<file path="config.mk">
export PLATFORM = sky130hd
export DESIGN_NAME = dbl_ctrl
export DESIGN_NICKNAME = d
export VERILOG_FILES = /design/src/design/dbl_pkg.sv /design/src/design/dbl_ctrl.sv
export VERILOG_INCLUDE_DIRS = /design/src /design/src/design
export SDC_FILE = /design/constraint.sdc
export NUM_CORES = 1
export LEC_CHECK = 0
export BUFFER_PORTS_ARGS = -buffer_cell sky130_fd_sc_hd__buf_2
export CAP_MARGIN = 5
export CORE_ASPECT_RATIO = 2
export CORE_MARGIN = 3
export CORE_UTILIZATION = 50
export DETAILED_ROUTE_END_ITERATION = 12
export GPL_ROUTABILITY_DRIVEN = 0
export PLACE_DENSITY = 0.72
export SYNTH_ARGS = -nofsm -noshare
export SYNTH_HDL_FRONTEND = slang
export SYNTH_SLANG_ARGS = --single-unit
</file>
<file path="constraint.sdc">
create_clock -name pclk -period 2.2 [get_ports pclk]
set_input_delay 0.33 -clock pclk [delete_from_list [all_inputs] [get_ports pclk]]
set_output_delay 0.33 -clock pclk [all_outputs]
set_load 0.05 [all_outputs]
</file>
<file path="src/design/dbl_defs.svh">
// register map, field positions, reset values and timing figures of the drive bay led controller
// assumes a 32-bit apb slave with one register per aligned word
`ifndef DBL_DEFS_SVH
`define DBL_DEFS_SVH

`define DBL_SLOTS 8
`define DBL_ADDR_W 8
`define DBL_OFF_CTRL 8'h00
`define DBL_OFF_FAULT 8'h04
`define DBL_OFF_REBUILD 8'h08
`define DBL_OFF_IDENT 8'h0C
`define DBL_OFF_SPINDN 8'h10
`define DBL_OFF_STATE 8'h14
`define DBL_OFF_INT_STAT 8'h18
`define DBL_OFF_INT_MASK 8'h1C
`define DBL_CTRL_SAS_BIT 0
`define DBL_CTRL_PWR_BIT 1
`define DBL_INT_DONE_BIT 8
`define DBL_INT_W 9
`define DBL_CTRL_RST 2'h0
`define DBL_CLK_HZ 250000000
`define DBL_BLINK_RB_HZ 1
`define DBL_BLINK_ID_HZ 2
`define DBL_BLINK_ACT_HZ 4
`define DBL_SPINUP_MS 500
`define DBL_HALF_RB (`DBL_CLK_HZ / (2 * `DBL_BLINK_RB_HZ))
`define DBL_HALF_ID (`DBL_CLK_HZ / (2 * `DBL_BLINK_ID_HZ))
`define DBL_HALF_ACT (`DBL_CLK_HZ / (2 * `DBL_BLINK_ACT_HZ))
`define DBL_SPINUP_CYC ((`DBL_CLK_HZ / 1000) * `DBL_SPINUP_MS)

`endif

</file>
<file path="src/design/dbl_pkg.sv">
// types shared by the drive bay led controller
// assumes dbl_defs.svh for all numeric constants
`default_nettype none
package dbl_pkg;
	typedef enum logic [1:0] {
		DBL_PWR_OFF = 2'b00,
		DBL_PWR_SPIN = 2'b01,
		DBL_PWR_ON = 2'b11
	} dbl_pwr_t;
endpackage
`default_nettype wire

</file>
<file path="src/design/dbl_ctrl.sv">
// drive bay led controller: eight slots of amber status and green activity leds,
// drive present outputs and staggered drive power-up, managed over apb.
// assumes pclk at 250 MHz; drive detect and activity pins are asynchronous.
// What this block does
// - amber led dark when the slot has no fault, rebuild or identify request.
// - amber led lit steadily while a fault is reported for the slot.
// - amber blinks 1 Hz during rebuild, 2 Hz during identify.
// - idle powered drive: green lit for sas, dark for sata.
// - sas drive busy: green blinks off from its lit idle state.
// - sata drive busy: green blinks on from its dark idle state.
// - spun down drive keeps green dark for both drive types.
// - spinning up: green blinks for sas, stays dark for sata.
// - drive present driven per slot; drive power enabled one slot at a time.
// - management reaches the block over a bridged, chainable management bus.
// - eight slots, each with status led, activity led and present signal.
//
// The placing of the registers and register access over APB are this design's own decisions.
`timescale 1ns/1ps
`include "dbl_defs.svh"
`default_nettype none

module dbl_ctrl #(
	parameter int unsigned SLOTS = `DBL_SLOTS,
	parameter logic [31:0] HALF_RB = 32'(`DBL_HALF_RB),
	parameter logic [31:0] HALF_ID = 32'(`DBL_HALF_ID),
	parameter logic [31:0] HALF_ACT = 32'(`DBL_HALF_ACT),
	parameter logic [31:0] SPINUP_CYC = 32'(`DBL_SPINUP_CYC)
) (
	input wire logic pclk,
	input wire logic presetn,
	input wire logic ce,
	input wire logic psel,
	input wire logic penable,
	input wire logic pwrite,
	input wire logic [`DBL_ADDR_W-1:0] paddr,
	input wire logic [31:0] pwdata,
	output logic [31:0] prdata,
	output logic pready,
	output logic pslverr,
	output logic irq,
	input wire logic [SLOTS-1:0] drv_detect_n,
	input wire logic [SLOTS-1:0] drv_busy,
	output logic [SLOTS-1:0] led_amber,
	output logic [SLOTS-1:0] led_green,
	output logic [SLOTS-1:0] drv_present,
	output logic [SLOTS-1:0] drv_pwr_en
);
	localparam int IW = `DBL_INT_W;

	logic [1:0] ctrl_r, ctrl_nxt;
	logic [SLOTS-1:0] fault_r, fault_nxt, rebuild_r, rebuild_nxt, ident_r, ident_nxt, spindn_r, spindn_nxt;
	logic [IW-1:0] istat_r, istat_nxt, imask_r, imask_nxt;
	logic [31:0] prdata_r, prdata_nxt;
	logic pready_r, pready_nxt, pslverr_r, pslverr_nxt, irq_r, irq_nxt;
	logic [SLOTS-1:0] det_s1_r, det_s2_r, busy_s1_r, busy_s2_r, pres_r, pres_nxt;
	logic [31:0] cnt_rb_r, cnt_rb_nxt, cnt_id_r, cnt_id_nxt, cnt_act_r, cnt_act_nxt;
	logic blink_rb_r, blink_rb_nxt, blink_id_r, blink_id_nxt, blink_act_r, blink_act_nxt;
	dbl_pkg::dbl_pwr_t pst_r, pst_nxt;
	logic [2:0] slot_r, slot_nxt;
	logic [31:0] spin_cnt_r, spin_cnt_nxt;
	logic [SLOTS-1:0] pwr_r, pwr_nxt, amber_r, amber_nxt, green_r, green_nxt;
	logic setup, access, done_evt;

	function automatic logic known_addr(input logic [`DBL_ADDR_W-1:0] a);
		unique case (a)
			`DBL_OFF_CTRL, `DBL_OFF_FAULT, `DBL_OFF_REBUILD, `DBL_OFF_IDENT,
			`DBL_OFF_SPINDN, `DBL_OFF_STATE, `DBL_OFF_INT_STAT, `DBL_OFF_INT_MASK: known_addr = 1'b1;
			default: known_addr = 1'b0;
		endcase
	endfunction

	function automatic logic [SLOTS-1:0] fit(input logic [31:0] v);
		fit = v[SLOTS-1:0];
	endfunction

	// the management bus is bridged onto apb; chaining to the next backplane is outside this block
	assign setup = psel && !penable;
	assign access = psel && penable && pready_r;

	// two flops on every drive detect and busy pin before any logic reads it
	always_ff @(posedge pclk or negedge presetn) begin
		if (!presetn) begin
			det_s1_r <= '1;
			det_s2_r <= '1;
			busy_s1_r <= '0;
			busy_s2_r <= '0;
		end else if (ce) begin
			det_s1_r <= drv_detect_n;
			det_s2_r <= det_s1_r;
			busy_s1_r <= drv_busy;
			busy_s2_r <= busy_s1_r;
		end
	end

	// blink dividers: toggle at each half period, so on and off times are equal
	always_comb begin
		cnt_rb_nxt = cnt_rb_r + 32'h1;
		blink_rb_nxt = blink_rb_r;
		if (cnt_rb_r == HALF_RB - 32'h1) begin
			cnt_rb_nxt = '0;
			blink_rb_nxt = !blink_rb_r;
		end
		cnt_id_nxt = cnt_id_r + 32'h1;
		blink_id_nxt = blink_id_r;
		if (cnt_id_r == HALF_ID - 32'h1) begin
			cnt_id_nxt = '0;
			blink_id_nxt = !blink_id_r;
		end
		cnt_act_nxt = cnt_act_r + 32'h1;
		blink_act_nxt = blink_act_r;
		if (cnt_act_r == HALF_ACT - 32'h1) begin
			cnt_act_nxt = '0;
			blink_act_nxt = !blink_act_r;
		end
	end

	// staggered power-up: one slot at a time, each given the spin-up time
	always_comb begin
		pst_nxt = pst_r;
		slot_nxt = slot_r;
		spin_cnt_nxt = spin_cnt_r;
		pwr_nxt = pwr_r;
		done_evt = 1'b0;
		unique case (pst_r)
			dbl_pkg::DBL_PWR_OFF: begin
				if (ctrl_r[`DBL_CTRL_PWR_BIT]) begin
					pst_nxt = dbl_pkg::DBL_PWR_SPIN;
					slot_nxt = '0;
					spin_cnt_nxt = '0;
					pwr_nxt = fit(32'h1);
				end
			end
			dbl_pkg::DBL_PWR_SPIN: begin
				spin_cnt_nxt = spin_cnt_r + 32'h1;
				if (spin_cnt_r == SPINUP_CYC - 32'h1) begin
					spin_cnt_nxt = '0;
					if (slot_r == 3'(SLOTS - 1)) begin
						pst_nxt = dbl_pkg::DBL_PWR_ON;
						done_evt = 1'b1;
					end else begin
						slot_nxt = slot_r + 3'h1;
						pwr_nxt[slot_r + 3'h1] = 1'b1;
					end
				end
			end
			dbl_pkg::DBL_PWR_ON: begin
			end
			default: pst_nxt = dbl_pkg::DBL_PWR_OFF;
		endcase
		if (!ctrl_r[`DBL_CTRL_PWR_BIT]) begin
			pst_nxt = dbl_pkg::DBL_PWR_OFF;
			pwr_nxt = '0;
		end
	end

	// led decode per slot
	always_comb begin
		for (int i = 0; i < SLOTS; i++) begin
			if (fault_r[i]) begin
				amber_nxt[i] = 1'b1;
			end else if (rebuild_r[i]) begin
				amber_nxt[i] = blink_rb_r;
			end else if (ident_r[i]) begin
				amber_nxt[i] = blink_id_r;
			end else begin
				amber_nxt[i] = 1'b0;
			end
			// the whole bay follows the single drive type bit
			if (!pwr_r[i] || spindn_r[i]) begin
				green_nxt[i] = 1'b0;
			end else if (pst_r == dbl_pkg::DBL_PWR_SPIN && slot_r == 3'(i)) begin
				green_nxt[i] = ctrl_r[`DBL_CTRL_SAS_BIT] && blink_act_r;
			end else if (busy_s2_r[i]) begin
				green_nxt[i] = ctrl_r[`DBL_CTRL_SAS_BIT] ? !blink_act_r : blink_act_r;
			end else begin
				green_nxt[i] = ctrl_r[`DBL_CTRL_SAS_BIT];
			end
		end
	end

	// register file, presence and interrupts
	always_comb begin
		ctrl_nxt = ctrl_r;
		fault_nxt = fault_r;
		rebuild_nxt = rebuild_r;
		ident_nxt = ident_r;
		spindn_nxt = spindn_r;
		imask_nxt = imask_r;
		istat_nxt = istat_r;
		prdata_nxt = prdata_r;
		pready_nxt = setup;
		pslverr_nxt = setup && !known_addr(paddr);
		pres_nxt = ~det_s2_r;
		if (setup) begin
			unique case (paddr)
				`DBL_OFF_CTRL: prdata_nxt = {30'h0, ctrl_r};
				`DBL_OFF_FAULT: prdata_nxt = 32'(fault_r);
				`DBL_OFF_REBUILD: prdata_nxt = 32'(rebuild_r);
				`DBL_OFF_IDENT: prdata_nxt = 32'(ident_r);
				`DBL_OFF_SPINDN: prdata_nxt = 32'(spindn_r);
				`DBL_OFF_STATE: prdata_nxt = {14'h0, pst_r, 8'(pwr_r), 8'(pres_r)};
				`DBL_OFF_INT_STAT: prdata_nxt = 32'(istat_r);
				`DBL_OFF_INT_MASK: prdata_nxt = 32'(imask_r);
				default: prdata_nxt = '0;
			endcase
		end
		if (access && pwrite) begin
			unique case (paddr)
				`DBL_OFF_CTRL: ctrl_nxt = pwdata[1:0];
				`DBL_OFF_FAULT: fault_nxt = fit(pwdata);
				`DBL_OFF_REBUILD: rebuild_nxt = fit(pwdata);
				`DBL_OFF_IDENT: ident_nxt = fit(pwdata);
				`DBL_OFF_SPINDN: spindn_nxt = fit(pwdata);
				`DBL_OFF_INT_STAT: istat_nxt = istat_r & ~pwdata[IW-1:0];
				`DBL_OFF_INT_MASK: imask_nxt = pwdata[IW-1:0];
				default: ;
			endcase
		end
		// events are applied after the clear so a same-cycle event is kept
		istat_nxt[SLOTS-1:0] = istat_nxt[SLOTS-1:0] | (pres_nxt ^ pres_r);
		istat_nxt[`DBL_INT_DONE_BIT] = istat_nxt[`DBL_INT_DONE_BIT] | done_evt;
		irq_nxt = |(istat_nxt & imask_nxt);
	end

	always_ff @(posedge pclk or negedge presetn) begin
		if (!presetn) begin
			ctrl_r <= `DBL_CTRL_RST;
			fault_r <= '0;
			rebuild_r <= '0;
			ident_r <= '0;
			spindn_r <= '0;
			istat_r <= '0;
			imask_r <= '0;
			prdata_r <= '0;
			pready_r <= 1'b0;
			pslverr_r <= 1'b0;
			irq_r <= 1'b0;
			pres_r <= '0;
			cnt_rb_r <= '0;
			cnt_id_r <= '0;
			cnt_act_r <= '0;
			blink_rb_r <= 1'b0;
			blink_id_r <= 1'b0;
			blink_act_r <= 1'b0;
			pst_r <= dbl_pkg::DBL_PWR_OFF;
			slot_r <= '0;
			spin_cnt_r <= '0;
			pwr_r <= '0;
			amber_r <= '0;
			green_r <= '0;
		end else if (ce) begin
			ctrl_r <= ctrl_nxt;
			fault_r <= fault_nxt;
			rebuild_r <= rebuild_nxt;
			ident_r <= ident_nxt;
			spindn_r <= spindn_nxt;
			istat_r <= istat_nxt;
			imask_r <= imask_nxt;
			prdata_r <= prdata_nxt;
			pready_r <= pready_nxt;
			pslverr_r <= pslverr_nxt;
			irq_r <= irq_nxt;
			pres_r <= pres_nxt;
			cnt_rb_r <= cnt_rb_nxt;
			cnt_id_r <= cnt_id_nxt;
			cnt_act_r <= cnt_act_nxt;
			blink_rb_r <= blink_rb_nxt;
			blink_id_r <= blink_id_nxt;
			blink_act_r <= blink_act_nxt;
			pst_r <= pst_nxt;
			slot_r <= slot_nxt;
			spin_cnt_r <= spin_cnt_nxt;
			pwr_r <= pwr_nxt;
			amber_r <= amber_nxt;
			green_r <= green_nxt;
		end
	end

	assign prdata = prdata_r;
	assign pready = pready_r;
	assign pslverr = pslverr_r;
	assign irq = irq_r;
	assign led_amber = amber_r;
	assign led_green = green_r;
	assign drv_present = pres_r;
	assign drv_pwr_en = pwr_r;
endmodule

`default_nettype wire

</file>
After elaboration in Yosys (flattened, before gate mapping)
Memory sizes are Yosys's and may differ from the RTL's. Cells that the tools add are included.

Register bits after elaboration: 287. Memory bits (read-only): 32. Input port bits: 62. Output and inout port bits: 67. Word-level logic and storage cells: 205. Memories: 1.

$add $sub $neg: 5. $lt $le $gt $ge: 2. Eq/ne operators: 28. Mux-type cells: 78. Bitwise gates (word level): 8. Reductions and logical operators: 55.

Memory list: (no name shown) (words 32, bits a word 1, read ports 1, clocked after memory_dff 0, write ports 0, RTL line dbl_ctrl.sv:65) `unique case (a)`.

Operator list (count): $mux 32 (5); $pmux 18 s8 (1); $add 32x1->32 const B (4); $eq 32x27->1 const B (2); $pmux 32 s2 (1); $mux 1 (54); $mux 9 (4); $eq 32x25->1 const B (1); $eq 32x26->1 const B (1); $eq 8x5->1 const B (4); $mux 8 (3); $and 9x9->9 (2); $reduce_and 3->1 (6); $eq 8x4->1 const B (2); $or 8x8->8 (2); $pmux 8 s2 (1); $logic_and 1x1->1 (15); $logic_not 1->1 (13); $eq 3x3->1 const B (4); $mux 3 (3); $not 9->9 (1); $reduce_or 9->1 (1); $eq 8x3->1 const B (1); $logic_not 8->1 (1); other kinds (25) (44).

Logic depth before layout (Yosys ltp)
Word-level depth: 10. Depth in mapped cells: 8. Depth with buffers taken out: 7.

Worst setup path before layout
Ideal clock, no wire load.

Kind: register to register. From: reg pready_r (netlist: pready). To: reg spindn_r[0]. Setup time: 0.125 ns. Arrival: 2.332 ns. Data required time: 2.075 ns. Setup slack: -0.257 ns. Stages on the path, launching flop included: 6. Path buffers: 1. Clock period less this slack: 2.457 ns. Cells stage by stage: dfrtp_1 -> nand4_1 -> or2_2 -> clkbuf_1 -> nor3_2 -> mux2_2.

Longest elaborated chain between the ends: 3.

Ends and longest elaborated chain: start: declaration (RTL line dbl_ctrl.sv:54) `logic pready_r, pready_nxt, pslverr_r, pslverr_nxt, irq_r, irq_nxt;`; start signal: assignment (RTL line dbl_ctrl.sv:260) `pready_r <= pready_nxt;`; $logic_and 1x1->1 (RTL line dbl_ctrl.sv:78) `assign access = psel && penable && pready_r;`; $logic_and 1x1->1 (RTL line dbl_ctrl.sv:207) `if (access && pwrite) begin`; $reduce_and 3->1 (no source line); end signal: assignment (RTL line dbl_ctrl.sv:256) `spindn_r <= spindn_nxt;`; end: declaration (RTL line dbl_ctrl.sv:51) `logic [SLOTS-1:0] fault_r, fault_nxt, rebuild_r, rebuild_nxt, ident_r, ident_nxt, spindn_r, spindn_nxt;`.

No other way between the ends. A chain may end at the register's enable or synchronous reset.

Final worst setup path
From: reg spin_cnt_r[28]. To: reg irq_r (netlist: irq).

Longest elaborated chain between the ends: 6.

Ends and longest elaborated chain: start: declaration (RTL line dbl_ctrl.sv:60) `logic [31:0] spin_cnt_r, spin_cnt_nxt;`; start signal: assignment (RTL line dbl_ctrl.sv:272) `spin_cnt_r <= spin_cnt_nxt;`; $eq 32x27->1 (RTL line dbl_ctrl.sv:135) `if (spin_cnt_r == SPINUP_CYC - 32'h1) begin`; $mux 1 (RTL line dbl_ctrl.sv:135); $mux 1 (RTL line dbl_ctrl.sv:124) `unique case (pst_r)`; $or 1x1->1 (RTL line dbl_ctrl.sv:221) `` istat_nxt[`DBL_INT_DONE_BIT] = istat_nxt[`DBL_INT_DONE_BIT] | done_evt; ``; $and 9x9->9 (RTL line dbl_ctrl.sv:222) `irq_nxt = |(istat_nxt & imask_nxt);`; $reduce_or 9->1 (RTL line dbl_ctrl.sv:222); end signal: assignment (RTL line dbl_ctrl.sv:262) `irq_r <= irq_nxt;`; end: declaration (RTL line dbl_ctrl.sv:54).

No other way between the ends.

==> reports/metrics.csv <==
stage,metric,value,unit
run_status,status,"finished, violations left",
run_status,violations,setup timing,
drt,wl,33.2,mm
cells_and_area,register_area,6850,sq um
sta,fin_ws,-0.00250,ns
power_and_ir_drop,fin_total_pwr,10.9,mW
grt,grt_overflow,0,
logic_synthesis,syn_inst,1243,
worst_setup_path,start_kind,flip-flop,
floorplanning,die_w,121,um
grt,grt_max_degree,70,
clock_tree,htreeDepth,1,
cells_and_area,stdcell_area,15500,sq um
power_and_ir_drop,ir_drop,0.467,mV
worst_setup_path,critPathBufInv,0,
drt,route.detailed.drc,0,
placed_design,dp_hpwl,24.7,mm
drt,vias,10207,
worst_setup_path,critPathMaxFanout,4,
cells_and_area,multiInputGateArea,6110,sq um
sta,setup_viol,1,
logic_synthesis,synth_seq_cells,273,
logic_synthesis,async_flop_share,100,%
sta,slew_violations,0,
clock_tree,cts_tree,built,
sta,tns,-0.00250,ns
worst_setup_path,worst_setup_path_end_kind,flip-flop,
worst_setup_path,path_cells,or4_1 > or3_4 > or3_4 > o221ai_2 > a21boi_2 > o32a_1,
logic_synthesis,syn_avg_cell_area,10.7,sq um
worst_setup_path,cp_common_cell,or3_4,
drt,drt_iter0_drc,692,
min_path,hold_path_class,primary input to flip-flop,
logic_synthesis,yosys_warnings,0,
worst_setup_path,criticalPathCategory,flip-flop to flip-flop,
cells_and_area,nFillCells,2155,
clock_tree,cts_sinks,273,
cells_and_area,final_nets,1479,
cells_and_area,areaGrowthSynthToFinish,16.8,%
sta,tightest_slew,0.590,ns
grt,grt.total_usage,23.6,%
sta,slew_headroom,60.7,%
grt,grt_pass1_vias,10580,
worst_setup_path,path_delay_family,simple AND/OR/NAND/NOR gates,
grt,grt_antenna_before_repair,2,
worst_setup_path,critPathMaxStageDelay,0.52,ns
clock_tree,cts_root_buf,clkbuf_16,
cells_and_area,n_antenna_cell,0,
cells_and_area,final_util,59.9,%
power_and_ir_drop,powerDensity,706,nW/um^2
clock_tree,clockBufferDepth,3,
flow_run,maxCapViolCount,0,
logic_synthesis,synthDistinctLibCells,69,
placed_design,dpl_cell_area,14700,sq um
sta,rsz0062_at_grt,yes,
worst_setup_path,cp_slowest_cell,or4_1,
floorplanning,start_util,51.2,%
sta,fmax,454,MHz
sta,hold_viol_final,0,
logic_synthesis,seq_area_frac_synth,51.7,%
floorplanning,die-area,28600,sq um
drt,drt_first_pass_iters,5,
sta,skew,0.0104,ns
logic_synthesis,synth_ff_type,dfrtp_1,
placed_design,port_buffers,91,
sta,fin_crit,2.20,ns
floorplanning,rows,83,
worst_setup_path,cp.required,2.67,ns
drt,wl_per_cell,18.8,um
sta,post-route-period-util,100,%
power_and_ir_drop,p_leak,7.07,nW
grt,grt_pass1_wl,54.1,mm
cells_and_area,drive_above_1_share,24.0,%
floorplanning,die_h,236,um
clock_tree,clk_pin_slew,0.07,ns
sta,whs,0.0361,ns
logic_synthesis,syn-cell-area,13200,sq um
clock_tree,cts_inserted_buffers,24,
logic_synthesis,synth_enable_flop_cells,0,
floorplanning,coreArea,25900,sq um
drt,ant_nets,0,
drt,routed_via_density,5.79,
floorplanning,io_pins,129,
worst_setup_path,worst_ep_arrival_time,2.67,ns
clock_tree,clock_latency,0.53,ns
## state kept, by name, summed over array words and instances, names as in the netlist, 9 cells and up
name and count:
istat_r 9, prdata 18, cnt_id_r 32, cnt_rb_r 32, spin_cnt_r 32, cnt_act_r 32, imask_r 9
## where the power goes
group | internal, mW | switching, mW | total [mW]
registers | 5.35 | 0.325 | 5.68
logic | 0.448 | 0.738 | 1.19
clock network | 2.23 | 1.84 | 4.06
## cell families (layout without fill, tap and decap cells)
logic type | after synthesis | count (layout) | share of synthesized area [%]
flip-flops | 273 | 273 | 51.7
multiplexers | 101 | 101 | 8.65
other | 1 | 14 | 0.0283
buffers and inverters | 80 | 247 | 2.95
AND/OR/NAND/NOR | 465 | 465 | 18.4
AO/OA/AOI/OAI | 201 | 201 | 9.86
XOR/XNOR | 111 | 111 | 7.34
adder cells (fa/ha/maj) | 11 | 11 | 1.04
## worst paths after layout
kind / startpoint / endpoint / slack (ns) / cells after the start
setup reg to reg: spin_cnt_r[28] / irq / -0.002 / 6
hold / removal: drv_busy[6] / busy_s1_r[6] / 0.04 / 2
max in group asynchronous: presetn / det_s1_r[0] / 1.09 / 3
hold reg to reg: prdata[4] / prdata[4] / 0.47 / 2
setup / recovery: spin_cnt_r[28] / irq / -0.002 / 6
min in group asynchronous: presetn / led_green[4] / 0.33 / 2
## stage by stage
| stage | instances | setup slack [ns] |
|---|---|---|
| 3_3_place_gp | 1716 | -0.178 |
| 6_report | 1763 | -0.00250 |
| 2_1_floorplan | 1256 | -0.0528 |
| 4_1_cts | 1760 | 0.0125 |
| 3_5_place_dp | 1716 | -0.198 |
| 5_1_grt | 1763 | -0.0597 |
## per-layer routing
layer  wire length (um)  part of all wire [%]  track usage, %  vias up
li1                   -                     -               -     4755
met1              12100                    37            26.3     5051
met2              17900                    54            42.6      290
met3               1230                   3.7            2.45      107
met4               1910                   5.8            13.6        4
met5                 15                 0.045               0        -
## placed cells by master (no fill, tap or decap), types with 47 or more instances in the layout
cell type and instances:
a21oi_1 47, buf_4 84, nor2_1 120, dfrtp_1 256, o21ai_0 47, mux2_2 78, nand2_1 96, nand3_1 60
buf_2 89, xor2_1 49, xnor2_1 62
## timing repair
action,4_1_cts,5_1_grt
endpoints found under the hold margin,47,0
endpoints found under the setup margin,27,37
pin swaps,1,5
hold buffers,1,0
resized for setup,2,7
setup buffers,0,3
## synthesized netlist by cell type, types with 5 or more instances
cell       instances  area [sq um]
dfrtp_1          257          6430
nor2_1           120           450
nand2_1           96           360
mux2_2            78           878
xnor2_1           62           543
nand3_1           60           300
o21ai_0           50           250
xor2_1            49           429
a21oi_1           48           240
nand4_1           32           200
and3_1            26           163
nor3_1            26           130
a31oi_1           24           150
clkbuf_1          22          82.6
a22o_1            21           184
inv_1             21          78.8
mux2i_1           20           200
nand3b_1          19           143
buf_4             18           135
dfstp_2           16           420
nor4_1            14          87.6
or3_1             12          75.1
buf_1             11          41.3
ha_1              11           138
nor4b_1            9          78.8
o2bb2ai_1          9          78.8
and2_1             8          50.1
and4_1             8          70.1
nand2b_1           8          50.1
a21boi_0           6          45.0
buf_2              6          30.0
o21ai_1            6          30.0
o31ai_1            5          37.5
## cell type report
type                            instances  area share (%)
Clock buffer                           36            4.57
Clock inverter                          7           0.267
Inverter                               21           0.509
Multi-Input combinational cell        903            39.5
Sequential cell                       273            44.3
Tap cell                              340            2.75
Timing Repair Buffer                  183            8.15
## worst register-to-register path, delay by kind of cell, from the launching register on
family	cells	cell delay [ns]
compound gates	3	0.50
simple gates	3	1.27
flops	1	0.37
Power figures use the tool's default switching activity.
